==> src/isra_pkg.sv <==
package isra_pkg;

    ////////////////////////////////////////////////////////////////////////////
    // Device addressing and register map of the slave outside.
    localparam logic [4:0] DEV_ADDR_HIGH = 5'h13;
    localparam logic DIR_WRITE = 1'h0;
    localparam logic DIR_READ = 1'h1;
    localparam logic [7:0] REG_DEV_CONFIG = 8'h27;
    localparam int CFG_TIMEOUT_DISABLE_BIT = 7;
    localparam logic [7:0] REG_GROUP_LOW = 8'h3C;
    localparam logic [7:0] REG_GROUP_HIGH = 8'h3D;

    ////////////////////////////////////////////////////////////////////////////
    // Timing.
    localparam int CLK_PERIOD_NS = 40;
    localparam int SCL_PERIOD_NS = 10000;
    // Least time per quarter of an SCL period, rounded up.
    localparam int SCL_QUARTER_CYCLES = (SCL_PERIOD_NS / 4 + CLK_PERIOD_NS - 1) / CLK_PERIOD_NS;
    localparam int BUS_TIMEOUT_MS = 31;
    localparam int BUS_TIMEOUT_CYCLES = BUS_TIMEOUT_MS * 1000000 / CLK_PERIOD_NS;
    // The host never holds the bus idle mid-transfer for more than half the
    // slave's timeout, so a slow data source cannot trip the slave's reset.
    localparam int STALL_LIMIT_CYCLES = BUS_TIMEOUT_CYCLES / 2;

    ////////////////////////////////////////////////////////////////////////////
    // Bit-level operations and sequencer states.
    typedef enum logic [3:0] {
        OP_START = 4'h1,
        OP_STOP = 4'h2,
        OP_WRITE = 4'h4,
        OP_READ = 4'h8
    } isra_op_t;

    typedef enum logic [3:0] {
        KIND_ADDR_W = 4'h1,
        KIND_PTR = 4'h2,
        KIND_WDATA = 4'h4,
        KIND_ADDR_R = 4'h8
    } isra_kind_t;

    typedef enum logic [7:0] {
        ST_IDLE = 8'h01,
        ST_START = 8'h02,
        ST_SEND = 8'h04,
        ST_SACK = 8'h08,
        ST_WAITD = 8'h10,
        ST_RECV = 8'h20,
        ST_MACK = 8'h40,
        ST_STOP = 8'h80
    } isra_state_t;

endpackage

==> src/isra_bit_if.sv <==
`timescale 1ns/100ps
interface isra_bit_if;
    import isra_pkg::*;
    logic valid;
    isra_op_t op;
    logic wbit;
    logic done;
    logic rbit;

    modport seq (output valid, output op, output wbit, input done, input rbit);
    modport engine (input valid, input op, input wbit, output done, output rbit);
endinterface

==> src/isra_master.sv <==
// Operation
// - Idle bus leaves SCL and SDA released and high.
// - START is SDA falling while SCL is high.
// - STOP is SDA rising while SCL is high; bus is then free.
// - One bit per SCL pulse; SDA stable through SCL high.
// - Ninth pulse carries acknowledge; receiver holds SDA low through high phase.
// - Master supplies the ninth clock for every byte.
// - Slave acknowledges bytes it receives; master acknowledges each byte it reads except the last, which it NACKs.
// - Master originates transfers and makes SCL; slave never drives SCL.
// - Master alone initiates transfers and sources the serial clock.
// - Seven-bit address then direction bit: 0 write, 1 read.
// - To read, first write the command byte, then read any count.
// - Reload the pointer before reading back just-written registers.
// - Use repeated START between pointer write and read.
`timescale 1ns/100ps
module isra_master
    import isra_pkg::*;
#(
    parameter int QUARTER_CYCLES = SCL_QUARTER_CYCLES,
    parameter int STALL_LIMIT = STALL_LIMIT_CYCLES
) (
    input wire logic SYS_CLK,
    input wire logic RST_N,
    input wire logic SCL_IN,
    output logic SCL_OUT,
    output logic SCL_OE,
    input wire logic SDA_IN,
    output logic SDA_OUT,
    output logic SDA_OE,
    input wire logic [1:0] ADDR_SELECT,
    input wire logic CMD_VALID,
    input wire logic CMD_READ,
    input wire logic [7:0] CMD_PTR,
    input wire logic [7:0] CMD_COUNT,
    output logic CMD_READY,
    input wire logic WR_VALID,
    input wire logic [7:0] WR_DATA,
    output logic WR_TAKEN,
    output logic [7:0] RD_DATA,
    output logic RD_VALID,
    output logic DONE,
    output logic NACK,
    output logic ABORT
);
    localparam int SW = $clog2(STALL_LIMIT + 1);
    localparam logic [SW-1:0] STALL_LAST = SW'(STALL_LIMIT - 1);

    isra_bit_if bus ();

    isra_state_t state;
    isra_kind_t kind;
    logic [7:0] shift;
    logic [7:0] ptr;
    logic [7:0] remain;
    logic [2:0] bitcnt;
    logic [6:0] dev_addr;
    logic is_read;
    logic issued;
    logic pin_low;
    logic [SW-1:0] stall;
    logic want_op;
    isra_op_t cur_op;
    logic cur_bit;

    ////////////////////////////////////////////////////////////////////////////
    isra_bit_engine #(
        .QUARTER_CYCLES(QUARTER_CYCLES)
    ) u_engine (
        .clk(SYS_CLK),
        .rst_n(RST_N),
        .bus(bus),
        .scl_in(SCL_IN),
        .sda_in(SDA_IN),
        .scl_oe(SCL_OE),
        .sda_oe(SDA_OE)
    );

    // Both lines are open drain: the driven level is always low.
    always_ff @(posedge SYS_CLK or negedge RST_N) begin
        if (!RST_N) begin
            pin_low <= 1'h0;
        end else begin
            pin_low <= 1'h0;
        end
    end
    assign SCL_OUT = pin_low;
    assign SDA_OUT = pin_low;

    ////////////////////////////////////////////////////////////////////////////
    // Bit operation wanted by the current sequencer state.
    always_comb begin
        want_op = 1'h1;
        cur_op = OP_READ;
        cur_bit = 1'h1;
        case (state)
            ST_START: cur_op = OP_START;
            ST_SEND: begin
                cur_op = OP_WRITE;
                cur_bit = shift[7];
            end
            ST_SACK: cur_op = OP_READ;
            ST_RECV: cur_op = OP_READ;
            ST_MACK: begin
                cur_op = OP_WRITE;
                cur_bit = (remain == 8'h01);
            end
            ST_STOP: cur_op = OP_STOP;
            default: want_op = 1'h0;
        endcase
    end

    always_ff @(posedge SYS_CLK or negedge RST_N) begin
        if (!RST_N) begin
            issued <= 1'h0;
            bus.valid <= 1'h0;
            bus.op <= OP_STOP;
            bus.wbit <= 1'h1;
        end else begin
            bus.valid <= 1'h0;
            if (bus.done) begin
                issued <= 1'h0;
            end else if (want_op && !issued) begin
                issued <= 1'h1;
                bus.valid <= 1'h1;
                bus.op <= cur_op;
                bus.wbit <= cur_bit;
            end
        end
    end

    ////////////////////////////////////////////////////////////////////////////
    // Byte sequencer. Every command rewrites the pointer first, so a read
    // never depends on where an earlier write left it.
    always_ff @(posedge SYS_CLK or negedge RST_N) begin
        if (!RST_N) begin
            state <= ST_IDLE;
            kind <= KIND_ADDR_W;
            shift <= 8'h00;
            ptr <= 8'h00;
            remain <= 8'h00;
            bitcnt <= 3'h0;
            dev_addr <= 7'h00;
            is_read <= 1'h0;
            stall <= '0;
            CMD_READY <= 1'h1;
            WR_TAKEN <= 1'h0;
            RD_DATA <= 8'h00;
            RD_VALID <= 1'h0;
            DONE <= 1'h0;
            NACK <= 1'h0;
            ABORT <= 1'h0;
        end else begin
            WR_TAKEN <= 1'h0;
            RD_VALID <= 1'h0;
            DONE <= 1'h0;
            unique case (state)
                ST_IDLE: begin
                    if (CMD_VALID && CMD_READY) begin
                        CMD_READY <= 1'h0;
                        is_read <= CMD_READ;
                        ptr <= CMD_PTR;
                        remain <= CMD_COUNT;
                        dev_addr <= {DEV_ADDR_HIGH, ADDR_SELECT};
                        kind <= KIND_ADDR_W;
                        NACK <= 1'h0;
                        ABORT <= 1'h0;
                        state <= ST_START;
                    end
                end
                ST_START: begin
                    if (bus.done) begin
                        shift <= {dev_addr, (kind == KIND_ADDR_R) ? DIR_READ : DIR_WRITE};
                        bitcnt <= 3'h7;
                        state <= ST_SEND;
                    end
                end
                ST_SEND: begin
                    if (bus.done) begin
                        shift <= {shift[6:0], 1'b0};
                        bitcnt <= bitcnt - 3'h1;
                        if (bitcnt == 3'h0) begin
                            state <= ST_SACK;
                        end
                    end
                end
                ST_SACK: begin
                    if (bus.done) begin
                        if (bus.rbit) begin
                            NACK <= 1'h1;
                            state <= ST_STOP;
                        end else begin
                            unique case (kind)
                                KIND_ADDR_W: begin
                                    shift <= ptr;
                                    bitcnt <= 3'h7;
                                    kind <= KIND_PTR;
                                    state <= ST_SEND;
                                end
                                KIND_PTR: begin
                                    if (remain == 8'h00) begin
                                        state <= ST_STOP;
                                    end else if (is_read) begin
                                        kind <= KIND_ADDR_R;
                                        state <= ST_START;
                                    end else begin
                                        state <= ST_WAITD;
                                    end
                                end
                                KIND_WDATA: begin
                                    remain <= remain - 8'h01;
                                    state <= (remain == 8'h01) ? ST_STOP : ST_WAITD;
                                end
                                KIND_ADDR_R: begin
                                    bitcnt <= 3'h7;
                                    state <= ST_RECV;
                                end
                            endcase
                        end
                    end
                end
                ST_WAITD: begin
                    if (WR_VALID) begin
                        shift <= WR_DATA;
                        WR_TAKEN <= 1'h1;
                        kind <= KIND_WDATA;
                        bitcnt <= 3'h7;
                        stall <= '0;
                        state <= ST_SEND;
                    end else if (stall == STALL_LAST) begin
                        // Give up well before the slave's own timeout fires.
                        ABORT <= 1'h1;
                        stall <= '0;
                        state <= ST_STOP;
                    end else begin
                        stall <= stall + {{(SW-1){1'b0}}, 1'b1};
                    end
                end
                ST_RECV: begin
                    if (bus.done) begin
                        shift <= {shift[6:0], bus.rbit};
                        bitcnt <= bitcnt - 3'h1;
                        if (bitcnt == 3'h0) begin
                            state <= ST_MACK;
                        end
                    end
                end
                ST_MACK: begin
                    if (bus.done) begin
                        RD_DATA <= shift;
                        RD_VALID <= 1'h1;
                        remain <= remain - 8'h01;
                        bitcnt <= 3'h7;
                        state <= (remain == 8'h01) ? ST_STOP : ST_RECV;
                    end
                end
                ST_STOP: begin
                    if (bus.done) begin
                        CMD_READY <= 1'h1;
                        DONE <= 1'h1;
                        state <= ST_IDLE;
                    end
                end
                default: begin
                    CMD_READY <= 1'h1;
                    state <= ST_IDLE;
                end
            endcase
        end
    end
endmodule

==> src/isra_bit_engine.sv <==
`timescale 1ns/100ps
module isra_bit_engine
    import isra_pkg::*;
#(
    parameter int QUARTER_CYCLES = SCL_QUARTER_CYCLES
) (
    input wire logic clk,
    input wire logic rst_n,
    isra_bit_if.engine bus,
    input wire logic scl_in,
    input wire logic sda_in,
    output logic scl_oe,
    output logic sda_oe
);
    localparam int CW = $clog2(QUARTER_CYCLES + 1);
    localparam logic [CW-1:0] QC = CW'(QUARTER_CYCLES);

    logic scl_meta;
    logic scl_sync;
    logic sda_meta;
    logic sda_sync;
    logic running;
    isra_op_t op;
    logic wbit;
    logic [1:0] quarter;
    logic [CW-1:0] count;
    logic scl_rel;
    logic sda_rel;
    logic stall;

    ////////////////////////////////////////////////////////////////////////////
    always_ff @(posedge clk or negedge rst_n) begin
        if (!rst_n) begin
            scl_meta <= 1'h1;
            scl_sync <= 1'h1;
            sda_meta <= 1'h1;
            sda_sync <= 1'h1;
        end else begin
            scl_meta <= scl_in;
            scl_sync <= scl_meta;
            sda_meta <= sda_in;
            sda_sync <= sda_meta;
        end
    end

    // Line levels per quarter; each op ends with SCL low except STOP.
    always_comb begin
        scl_rel = 1'h1;
        sda_rel = 1'h1;
        case (op)
            OP_START: begin
                scl_rel = (quarter == 2'h1) || (quarter == 2'h2);
                sda_rel = (quarter <= 2'h1);
            end
            OP_STOP: begin
                scl_rel = (quarter != 2'h0);
                sda_rel = (quarter >= 2'h2);
            end
            OP_WRITE: begin
                scl_rel = (quarter == 2'h1) || (quarter == 2'h2);
                sda_rel = wbit;
            end
            OP_READ: begin
                scl_rel = (quarter == 2'h1) || (quarter == 2'h2);
                sda_rel = 1'h1;
            end
            default: begin
                scl_rel = 1'h1;
                sda_rel = 1'h1;
            end
        endcase
    end

    // A released SCL that still reads low is being held; wait it out.
    assign stall = scl_rel && !scl_sync;

    ////////////////////////////////////////////////////////////////////////////
    always_ff @(posedge clk or negedge rst_n) begin
        if (!rst_n) begin
            running <= 1'h0;
            op <= OP_STOP;
            wbit <= 1'h1;
            quarter <= 2'h3;
            count <= QC;
            bus.done <= 1'h0;
        end else begin
            bus.done <= 1'h0;
            if (!running) begin
                if (bus.valid) begin
                    running <= 1'h1;
                    op <= bus.op;
                    wbit <= bus.wbit;
                    quarter <= 2'h0;
                    count <= QC;
                end
            end else if (!stall) begin
                if (count == {{(CW-1){1'b0}}, 1'b1}) begin
                    count <= QC;
                    if (quarter == 2'h3) begin
                        running <= 1'h0;
                        bus.done <= 1'h1;
                    end else begin
                        quarter <= quarter + 2'h1;
                    end
                end else begin
                    count <= count - {{(CW-1){1'b0}}, 1'b1};
                end
            end
        end
    end

    // Data is taken at the end of the SCL high phase, where it is stable.
    always_ff @(posedge clk or negedge rst_n) begin
        if (!rst_n) begin
            bus.rbit <= 1'h1;
        end else if (running && !stall && quarter == 2'h2
                     && count == {{(CW-1){1'b0}}, 1'b1}) begin
            bus.rbit <= sda_sync;
        end
    end

    always_ff @(posedge clk or negedge rst_n) begin
        if (!rst_n) begin
            scl_oe <= 1'h0;
            sda_oe <= 1'h0;
        end else begin
            scl_oe <= !scl_rel;
            sda_oe <= !sda_rel;
        end
    end
endmodule

==> config.mk <==
export PLATFORM = sky130hd
export DESIGN_NAME = isra_master
export DESIGN_NICKNAME = d
export VERILOG_FILES = /design/src/isra_pkg.sv /design/src/isra_bit_if.sv /design/src/isra_master.sv /design/src/isra_bit_engine.sv
export SDC_FILE = /design/constraint.sdc
export NUM_CORES = 1
export LEC_CHECK = 0
export BUFFER_PORTS_ARGS = -buffer_cell sky130_fd_sc_hd__buf_4
export CAP_MARGIN = 20
export CORE_AREA = 2 2 75 148
export CTS_BUF_LIST = sky130_fd_sc_hd__clkbuf_8
export DETAILED_ROUTE_END_ITERATION = 8
export DIE_AREA = 0 0 77 150
export GPL_TIMING_DRIVEN = 0
export PLACE_DENSITY = 0.88
export SYNTH_ARGS = -nofsm -noshare
export SYNTH_HDL_FRONTEND = slang
export SYNTH_SLANG_ARGS = --single-unit
==> constraint.sdc <==
create_clock -name SYS_CLK -period 2.43 [get_ports SYS_CLK]
set_clock_uncertainty 0.05 [all_clocks]
set_input_delay 0.486 -clock SYS_CLK [delete_from_list [all_inputs] [get_ports SYS_CLK]]
set_output_delay 0.486 -clock SYS_CLK [all_outputs]
set_load 0.1 [all_outputs]
After elaboration in Yosys (flattened, before gate mapping)
Cells that the tools add are included.
- add/subtract/negate cells: 5
- $lt $le $gt $ge: 2
- equal/unequal tests: 48
- mux-type cells: 91
- bitwise gates (word level): 3
- reduce and logical (&&, ||, !) cells: 44
- operators by type and width (kind ; count):
    $mux W8 ; 27
    $pmux W8 S8 ; 1
    $pmux W8 S5 ; 1
    $mux W19 ; 2
    $pmux W8 S4 ; 1
    $mux W1 ; 26
    $mux W4 ; 6
    $mux W6 ; 4
    $pmux W4 S3 ; 2
    $pmux W8 S3 ; 1
    $ne A2 B1 Y1 const B ; 11
    $ne A2 B2 Y1 const B ; 11
    $add A19 B1 Y19 const B ; 1
    $eq A19 B19 Y1 const B ; 1
    $mux W3 ; 6
    $eq A8 B1 Y1 const B ; 2
    $reduce_and A8 Y1 ; 2
    $pmux W3 S4 ; 1
    $reduce_and A4 Y1 ; 3
    $reduce_or A6 Y1 ; 2
    $mux W2 ; 5
    $reduce_and A10 Y1 ; 1
    $reduce_and A2 Y1 ; 5
    $reduce_bool A2 Y1 ; 5
    other kinds (40) ; 66
- register bits after elaboration: 105

Logic depth before layout (Yosys ltp)
Gate-level depths: netlist of the first run.
- depth in word-level cells: 8
- gate-level depth with buffers: 8
- mapped depth without buffers: 7

Modules after synthesis
From an unflattened synthesis of the first run, not the netlist that was laid out.
- cell total of the unflattened synthesis: 555
- area total of the unflattened synthesis: 5786.8 µm²
- by module, submodules not included (module ; instances ; cells each ; area an instance (µm²) ; seq. area each (µm²)):
    isra_master ; 1 ; 452 ; 4667.0 ; 2083.2
    isra_bit_engine ; 1 ; 103 ; 1119.8 ; 569.3

Least setup slack after synthesis of the first run
OpenSTA, ideal clock, no wires.
- path type: register -> register
- from: register state[4]
- to: register bitcnt[0]
- library setup time: 0.128 ns
- arrival time: 2.240 ns
- setup slack: 0.012 ns
- stages on the path, launching flop included: 7
- buffers on the path: 1
- clock period less this slack: 2.418 ns
- cell sequence: dfrtp_1 > buf_6 > or4_4 > nor4b_4 > o41ai_1 > a311oi_2 > mux2_1
- word-level cells in the longest chain between the ends: 4
- elaborated cells between the ends (all ways): 17
- ends and longest elaborated chain (element ; line ; RTL):
    from (decl) ; isra_master.sv:50 ; isra_state_t state;
    from (signal assigned) ; isra_master.sv:211 ; state <= (remain == 8'h01) ? ST_STOP : ST_WAITD;
    from (signal assigned) ; isra_master.sv:253 ; state <= (remain == 8'h01) ? ST_STOP : ST_RECV;
    $eq A8 B7 Y1 (tied with other cells) ; isra_master.sv:156 ; unique case (state)
    $reduce_or A2 Y1 (no line) ; -- ;
    $ne A2 B1 Y1 (no line) or $reduce_bool A4 Y1 (tied branches) ; -- ;
    $reduce_and A7 Y1 (no line) ; -- ;
    to (signal assigned) ; isra_master.sv:180 ; bitcnt <= bitcnt - 3'h1;
    to (signal assigned) ; isra_master.sv:241 ; bitcnt <= bitcnt - 3'h1;
    to (decl) ; isra_master.sv:55 ; logic [2:0] bitcnt;
Several ways; a longest one is shown, not always the timed one.
A chain may end at the register's enable or synchronous reset.

Worst setup path in the final report of the first run
- from: register state[7]
- to: register bitcnt[2]
Same word-level chain as after synthesis.

==> metrics.md, run 1 <==
| Metric | Value |
|---|---|
| Outcome | `finished, violations left` |
| Failing checks | `setup timing` |
| Global-route wire length before repair | `24,700 um` |
| Ys Warns | `0` |
| P_leak | `3.15 nW` |
| Slew HR | `59.5%` |
| Pin count of the biggest net entering global routing | `63` |
| Antenna violations before repair | `0` |
| Synth Area in Compound Gates | `17.2%` |
| Layout area overhead | `23.3%` |
| Crit start category | `flop` |
| Post-synth EDFFs | `0` |
| Switching Power | `0.00246 W` |
| TritonCTS Buffers | `9` |
| Detail Route Antenna Nets | `0` |
| Area after DPL | `0.00621 mm^2` |
| Reg2reg start | `state[7]$_DFFE_PN0P_` |
| Final setup fails | `14` |
| Hold Vio Cnt, Final | `0` |
| Sequential share of power | `39.2%` |
| Row cnt | `53` |
| Synth top cells by count | `85 x dfrtp_1, 32 x o21ai_0, 30 x mux2_2, 30 x nor2_1` |
| Total Wirelength | `15,600 um` |
| Core ar. | `0.0105 mm^2` |
| Main combinational cell family by area after synthesis | `simple AND/OR/NAND/NOR gates` |
| Share of cells above drive strength 1 | `33.5%` |
| Clk buf depth | `2` |
| Clk sink count | `105` |
| CTS tree | `done` |
| Crit path time final | `2.53 ns` |
| Syn avg cell area | `10.3 um^2` |
| Chip height | `150 um` |
| Vias per cell | `6.25` |
| Critical path required time | `2.65 ns` |
| Comb pwr share | `40.8%` |
| Number of global-route vias before repair | `5,083` |
| Tcrit/Tclk final | `104%` |
| I/O pin count | `51` |
| Fin nets | `681` |
| Wire per inst | `20.0 um` |
| Worst Path Arrival | `2.74 ns` |
| DRC Markers | `0` |
| Routed vias | `4,859` |
| VDD IR max | `0.586 mV` |
| Synth Area in Simple Gates | `18.2%` |
| Final WS setup | `-0.0958 ns` |
| Final slew viol count | `0` |
| Largest area contributor in the netlist | `dfrtp_1` |
| Clock slew at reported path FFs | `0.10 ns` |
| CTS Root Cell | `clkbuf_8` |
| Post-Synthesis Cells | `548` |
| GRT overflow | `0` |
| Top cell type's share of synthesized area | `37.6%` |
| Pre-antenna DRT Iters | `5` |
| Crit Path Class | `reg -> reg` |
| Dpl hpwl | `10,800 um` |
| Sequential share of the synthesized area | `46.9%` |
| Starting Density | `53.9%` |
| Synth Area in Adders | `2.66%` |
| Worst Max-Slew Pin Slew | `0.608 ns` |
| H-tree levels | `3` |
| ANT cells | `0` |
| Post-Syn Area | `0.00565 mm^2` |
| First DRT Iteration DRCs | `332` |
| Post-synthesis mux area share | `9.06%` |
| Max-Cap Viols | `0` |
| Full die area | `0.0116 mm^2` |
| Final design utilization | `66.5%` |
| Pre-CTS setup slack | `-0.471 ns` |
| Routability cong. | `0.941` |
| Max Clock Freq | `0.396 GHz` |
| Yosys cell types | `73` |
| Count leader, synth | `dfrtp_1` |
| #FFs+latches synth | `105` |
| All-Layer GR Usage | `27.2%` |
| Main synth FF type | `dfrtp_1` |
| Int Power | `0.00420 W` |
| Input/output buffers | `48` |
| Worst Path Max Fanout | `6` |
| Worst-skew pair later-pin latency | `0.38 ns` |
| Design Area, Final | `0.00696 mm^2` |
| RSZ-0062 raised after global routing | `yes` |
| Xor/xnor share of the synthesized area | `1.40%` |
| Clock power frac | `20.0%` |
| Hold slack | `0.0652 ns` |
| Worst setup path startpoint | `state[7]$_DFFE_PN0P_` |
| Crit. End Element | `flop` |
| Area contributors post-synth | `dfrtp_1 38%, dfstp_2 9.3%, mux2_2 6.0%` |
| Hold WC Path Type | `in -> async` |
| Power per cell area | `957 mW/mm^2` |
| Async S/R FF share, synth | `100%` |
| Die Wd | `77 um` |
| Switching Share | `36.9%` |
-- cell families after synthesis --
kind of cell / count (synthesis)
flip-flops: 105
other: 1
AND/OR/NAND/NOR: 179
XOR/XNOR: 9
buffers and inverters: 58
AO/OA/AOI/OAI: 141
multiplexers: 43
adder cells (fa/ha/maj): 12
-- final timing paths --
kind / endpoint / slack (ns) / cells after the start
max: bitcnt[2]$_DFFE_PN0P_ / -0.1 / 7
min: u_engine.sda_oe$_DFF_PN0_ / 0.07 / 1
max reg2reg: bitcnt[2]$_DFFE_PN0P_ / -0.1 / 7
min reg2reg: u_engine.scl_sync$_DFF_PN1_ / 0.31 / 0
max in group asynchronous: u_engine.count[3]$_DFFE_PN1P_ / 1.51 / 2
min in group SYS_CLK: u_engine.scl_meta$_DFF_PN1_ / 0.16 / 1
-- flip-flops by register name (all words and copies together) (netlist names), 2 cells and up --
| name | flops |
|---|---|
| RD_DATA | 8 |
| bus.op | 4 |
| shift | 8 |
| bitcnt | 3 |
| kind | 4 |
| u_engine.count | 6 |
| u_engine.quarter | 2 |
| stall | 19 |
| ptr | 8 |
| dev_addr | 3 |
| u_engine.op | 4 |
| state | 8 |
| remain | 8 |
-- layout by cell type, fill, tap and decap left out, types with 7 or more instances in the layout --
cell type  instances
clkbuf_1          12
o211ai_1           7
a2bb2oi_1          9
a21boi_0           7
nand2_1           26
mux2_4            15
inv_1             27
nor2_1            30
nor3_1            11
o22ai_1            8
dfrtp_1           83
xor2_1             7
o21ai_0           32
a21oi_1           23
or3_1              9
mux2_2            26
buf_4             77
ha_1              11
dfstp_2           20
a31oi_1            7
nand3_1           24
a22oi_1            7
clkbuf_8           9
a22o_1             7
-- what timing repair did --
action,4_1_cts,5_1_grt
endpoints found under the hold margin,0,0
pin swaps,10,15
gates cloned,0,0
resized for setup,41,27
setup endpoints to repair,77,56
setup buffers,20,10
hold buffers,0,0
-- metrics by stage --
| stage | instances | TNS, ns | total power (W) |
|---|---|---|---|
| 3_5_place_dp | 735 | -19.73 | 0.00481 |
| 3_3_place_gp | 734 | -17.64 | 0.00463 |
| 5_1_grt | 778 | -1.35 | 0.00699 |
| 4_1_cts | 771 | -0.882 | 0.00646 |
| 6_report | 778 | -0.822 | 0.00666 |
| 2_1_floorplan | 549 | 0 | 0.00417 |
-- power groups by stage --
| stage | registers (W) | clock network [W] | logic [W] |
|---|---|---|---|
| floorplan | 0.00263 | 0 | 0.00154 |
| finish | 0.00261 | 0.00133 | 0.00272 |
| CTS | 0.00260 | 0.00134 | 0.00252 |
| detailed placement | 0.00261 | 0 | 0.00219 |
| global placement | 0.00257 | 0 | 0.00205 |
| global route | 0.00266 | 0.00140 | 0.00292 |
-- per-layer routing --
| layer | routed length, um | up-vias | global-route usage [%] |
|---|---|---|---|
| li1 | - | 2198 | - |
| met2 | 8560 | 197 | 50.5 |
| met1 | 5490 | 2393 | 27.4 |
| met3 | 624 | 71 | 4.34 |
| met4 | 915 | 0 | 18.6 |
| met5 | 0 | - | 0 |
-- cell type report --
type | instances | area (um^2)
multi-input combinational | 386 | 2980
buffer | 28 | 165
tap | 137 | 171
clock buffer | 9 | 124
sequential | 105 | 2660
fill | 791 | 3510
inverter | 27 | 101
clock inverter | 7 | 126
timing repair buffer | 79 | 637
-- critical path, stage by stage, from the launching register on --
cell and delay [ns]:
dfrtp_1 0.49, or4_4 0.58, nor4b_4 0.26, buf_6 0.18, o41ai_4 0.07, a311oi_2 0.30, buf_4 0.18, mux2_4 0.30
Power figures use the tool's default switching activity.
==> inputs of run 2 (changes only) <==
- MAX_ROUTING_LAYER: unset -> met4
==> metrics.md, run 2 (same netlist as run 1, synthesis figures left out) <==
| Metric | Value |
|---|---|
| Number of global-route vias before repair | `5,180 (+1.9%)` |
| Slowest cell on crit path | `or4_4` |
| Failing checks | `setup timing` |
| Max reg flops | `19 (unchanged)` |
| Power per cell area | `924 mW/mm^2 (-3.4%)` |
| Routability cong. | `0.963 (+2.3%)` |
| Crit-path cells | `buf_6, or4_4, nor4b_4, buf_6, nor3b_4, o221a_1, buf_6, mux2_4` |
| Crit. End Element | `flop` |
| Hold slack | `0.140 ns (+0.0748 ns)` |
| All-Layer GR Usage | `27.5% (+0.26 points)` |
| Filler Cell Count | `859 (+8.6%)` |
| Multi-input logic area | `0.00297 mm^2 (-0.38%)` |
| Global-route wire length before repair | `24,400 um (-1.5%)` |
| TritonCTS Buffers | `9 (unchanged)` |
| Full die area | `0.0116 mm^2 (unchanged)` |
| H-tree levels | `3 (unchanged)` |
| First DRT Iteration DRCs | `360 (+8.4%)` |
| Min-delay src | `SDA_IN` |
| Detail Route Antenna Nets | `0 (unchanged)` |
| FF+latch area | `0.00265 mm^2 (about the same)` |
| Worst-skew pair later-pin latency | `0.39 ns (about the same)` |
| Worst Max-Slew Pin Slew | `0.745 ns (+0.137 ns)` |
| Total Wirelength | `15,100 um (-3.5%)` |
| Tcrit/Tclk final | `104% (-0.18 points)` |
| Input/output buffers | `48 (unchanged)` |
| CTS Root Cell | `clkbuf_8` |
| Sequential share of power | `41.4% (+2.2 points)` |
| Pin count of the biggest net entering global routing | `74 (+17%)` |
| Crit Path Class | `reg -> reg` |
| Int Power | `0.00394 W (-6.4%)` |
| Pre-CTS setup slack | `-0.531 ns (-0.0598 ns)` |
| CTS tree | `done` |
| Max Clock Freq | `0.397 GHz (+0.18%)` |
| Routed vias | `4,817 (-0.86%)` |
| Starting Density | `53.9% (unchanged)` |
| Worst Path Arrival | `2.74 ns (about the same)` |
| VDD IR max | `0.422 mV (-28%)` |
| Crit path time final | `2.52 ns (-0.00450 ns)` |
| Pre-antenna DRT Iters | `5 (unchanged)` |
| Fin nets | `677 (-0.59%)` |
| Most frequent cells in the layout | `84 x dfrtp_1, 74 x buf_4, 32 x o21ai_0, 30 x nor2_1, 28 x mux2_2` |
| Slew HR | `49.9% (-9.6 points)` |
| P_leak | `3.09 nW (-1.7%)` |
| Worst Path Max Fanout | `8 (+2)` |
| Worst setup path startpoint | `state[4]$_DFFE_PN0P_` |
| DRC Markers | `0 (unchanged)` |
| Clock slew at reported path FFs | `0.11 ns (about the same)` |
| I/O pin count | `51 (unchanged)` |
| Vias per cell | `6.22 (-0.35%)` |
| RSZ-0062 raised after global routing | `yes` |
| Most common cell after layout, fill and taps aside | `dfrtp_1` |
| Chip height | `150 um (unchanged)` |
| Dpl hpwl | `10,600 um (-1.5%)` |
| Hold WC Path Type | `in -> reg` |
| Row cnt | `53 (unchanged)` |
| R2R setup slack | `-0.09 ns (about the same)` |
| Clock power frac | `17.9% (-2.1 points)` |
| Hold Vio Cnt, Final | `0 (unchanged)` |
| Design Area, Final | `0.00686 mm^2 (-1.5%)` |
| Final setup fails | `12 (-2)` |
| Antenna violations before repair | `0 (unchanged)` |
| Outcome | `finished, violations left` |
| ANT cells | `0 (unchanged)` |
| Clk sink count | `105 (unchanged)` |
| Reg2reg start | `state[4]$_DFFE_PN0P_` |
| Most numerous cell on the critical path | `buf_6` |
| TNS Setup | `-0.900 ns (-0.0782 ns)` |
| Layout area overhead | `21.4%` |
| Comb pwr share | `40.7% (about the same)` |
| Wire per inst | `19.4 um (-3.0%)` |
| GRT overflow | `0 (unchanged)` |
| Max-Cap Viols | `0 (unchanged)` |
| Final slew viol count | `0 (unchanged)` |
| Switching Share | `37.9% (+1.0 points)` |
| Die Wd | `77 um (unchanged)` |
| Slowest stage delay, CP | `0.59 ns (about the same)` |
| Area after DPL | `0.00621 mm^2 (unchanged)` |
| Register with the most flip-flops | `stall` |
| Core ar. | `0.0105 mm^2 (unchanged)` |
| Overall power | `0.00634 W (-4.9%)` |
| Clk buf depth | `2 (unchanged)` |
| Share of cells above drive strength 1 | `32.3% (-1.2 points)` |
| Crit start category | `flop` |
| Switching Power | `0.00240 W (-2.3%)` |
| Final WS setup | `-0.0913 ns (+0.00449 ns)` |
| Critical path required time | `2.65 ns (about the same)` |
-- run 2: power by group through the flow --
stage	Sequential (W)	Clock, W	Combinational (W)
floorplan	0.00263	0	0.00154
global placement	0.00257	0	0.00206
detailed placement	0.00261	0	0.00217
CTS	0.00260	0.00113	0.00240
global route	0.00268	0.00121	0.00279
finish	0.00262	0.00113	0.00258
-- run 2: path summary, 6_finish.rpt --
kind                                            endpoint  cells after the start
hold / removal               u_engine.sda_meta$_DFF_PN1_                      1
setup reg to reg                    shift[1]$_DFFE_PN0P_                      8
hold reg to reg              u_engine.sda_sync$_DFF_PN1_                      0
min in group asynchronous          remain[4]$_DFFE_PN0P_                      2
setup / recovery                    shift[1]$_DFFE_PN0P_                      8
max in group asynchronous  u_engine.count[2]$_DFFE_PN1P_                      3
-- run 2: final cells by class --
cell class,instances,area share (%)
inverters,27,1.48
flip-flops and latches,105,38.7
well taps,137,2.50
clock inverters,7,1.09
plain buffers,29,2.63
clock buffers,9,1.81
multi-input cells,386,43.3
repair buffers,74,8.48
-- run 2: per-layer routing --
metal	vias up	routed length (um)	track usage [%]
met2	149	8260	49.5
met4	0	936	18.6
met1	2400	5310	26.6
li1	2202	-	-
met3	66	540	4.40
met5	-	0	-
-- run 2: per-stage QoR --
| stage | utilization (%) | cells |
|---|---|---|
| after floorplan | - | 549 |
| after global placement | 59.0 | 734 |
| after detailed placement | 59.3 | 735 |
| after CTS | 63.7 | 764 |
| after global routing | 65.5 | 774 |
| final | 65.5 | 774 |
-- run 2: critical path, delay by kind of cell, from the launching register on --
kind	cells	cell delay, ns
flip-flops	1	0.39
multiplexers	1	0.30
AND/OR/NAND/NOR	3	0.91
AO/OA/AOI/OAI	1	0.28
buffers and inverters	3	0.47
-- run 2: what timing repair did --
action                                 in CTS  in global routing
hold buffers                                1                  0
setup buffers                              12                 12
pin swaps                                   8                 11
setup endpoints to repair                  79                 56
endpoints found under the hold margin      24                  0
resized for setup                          34                 26
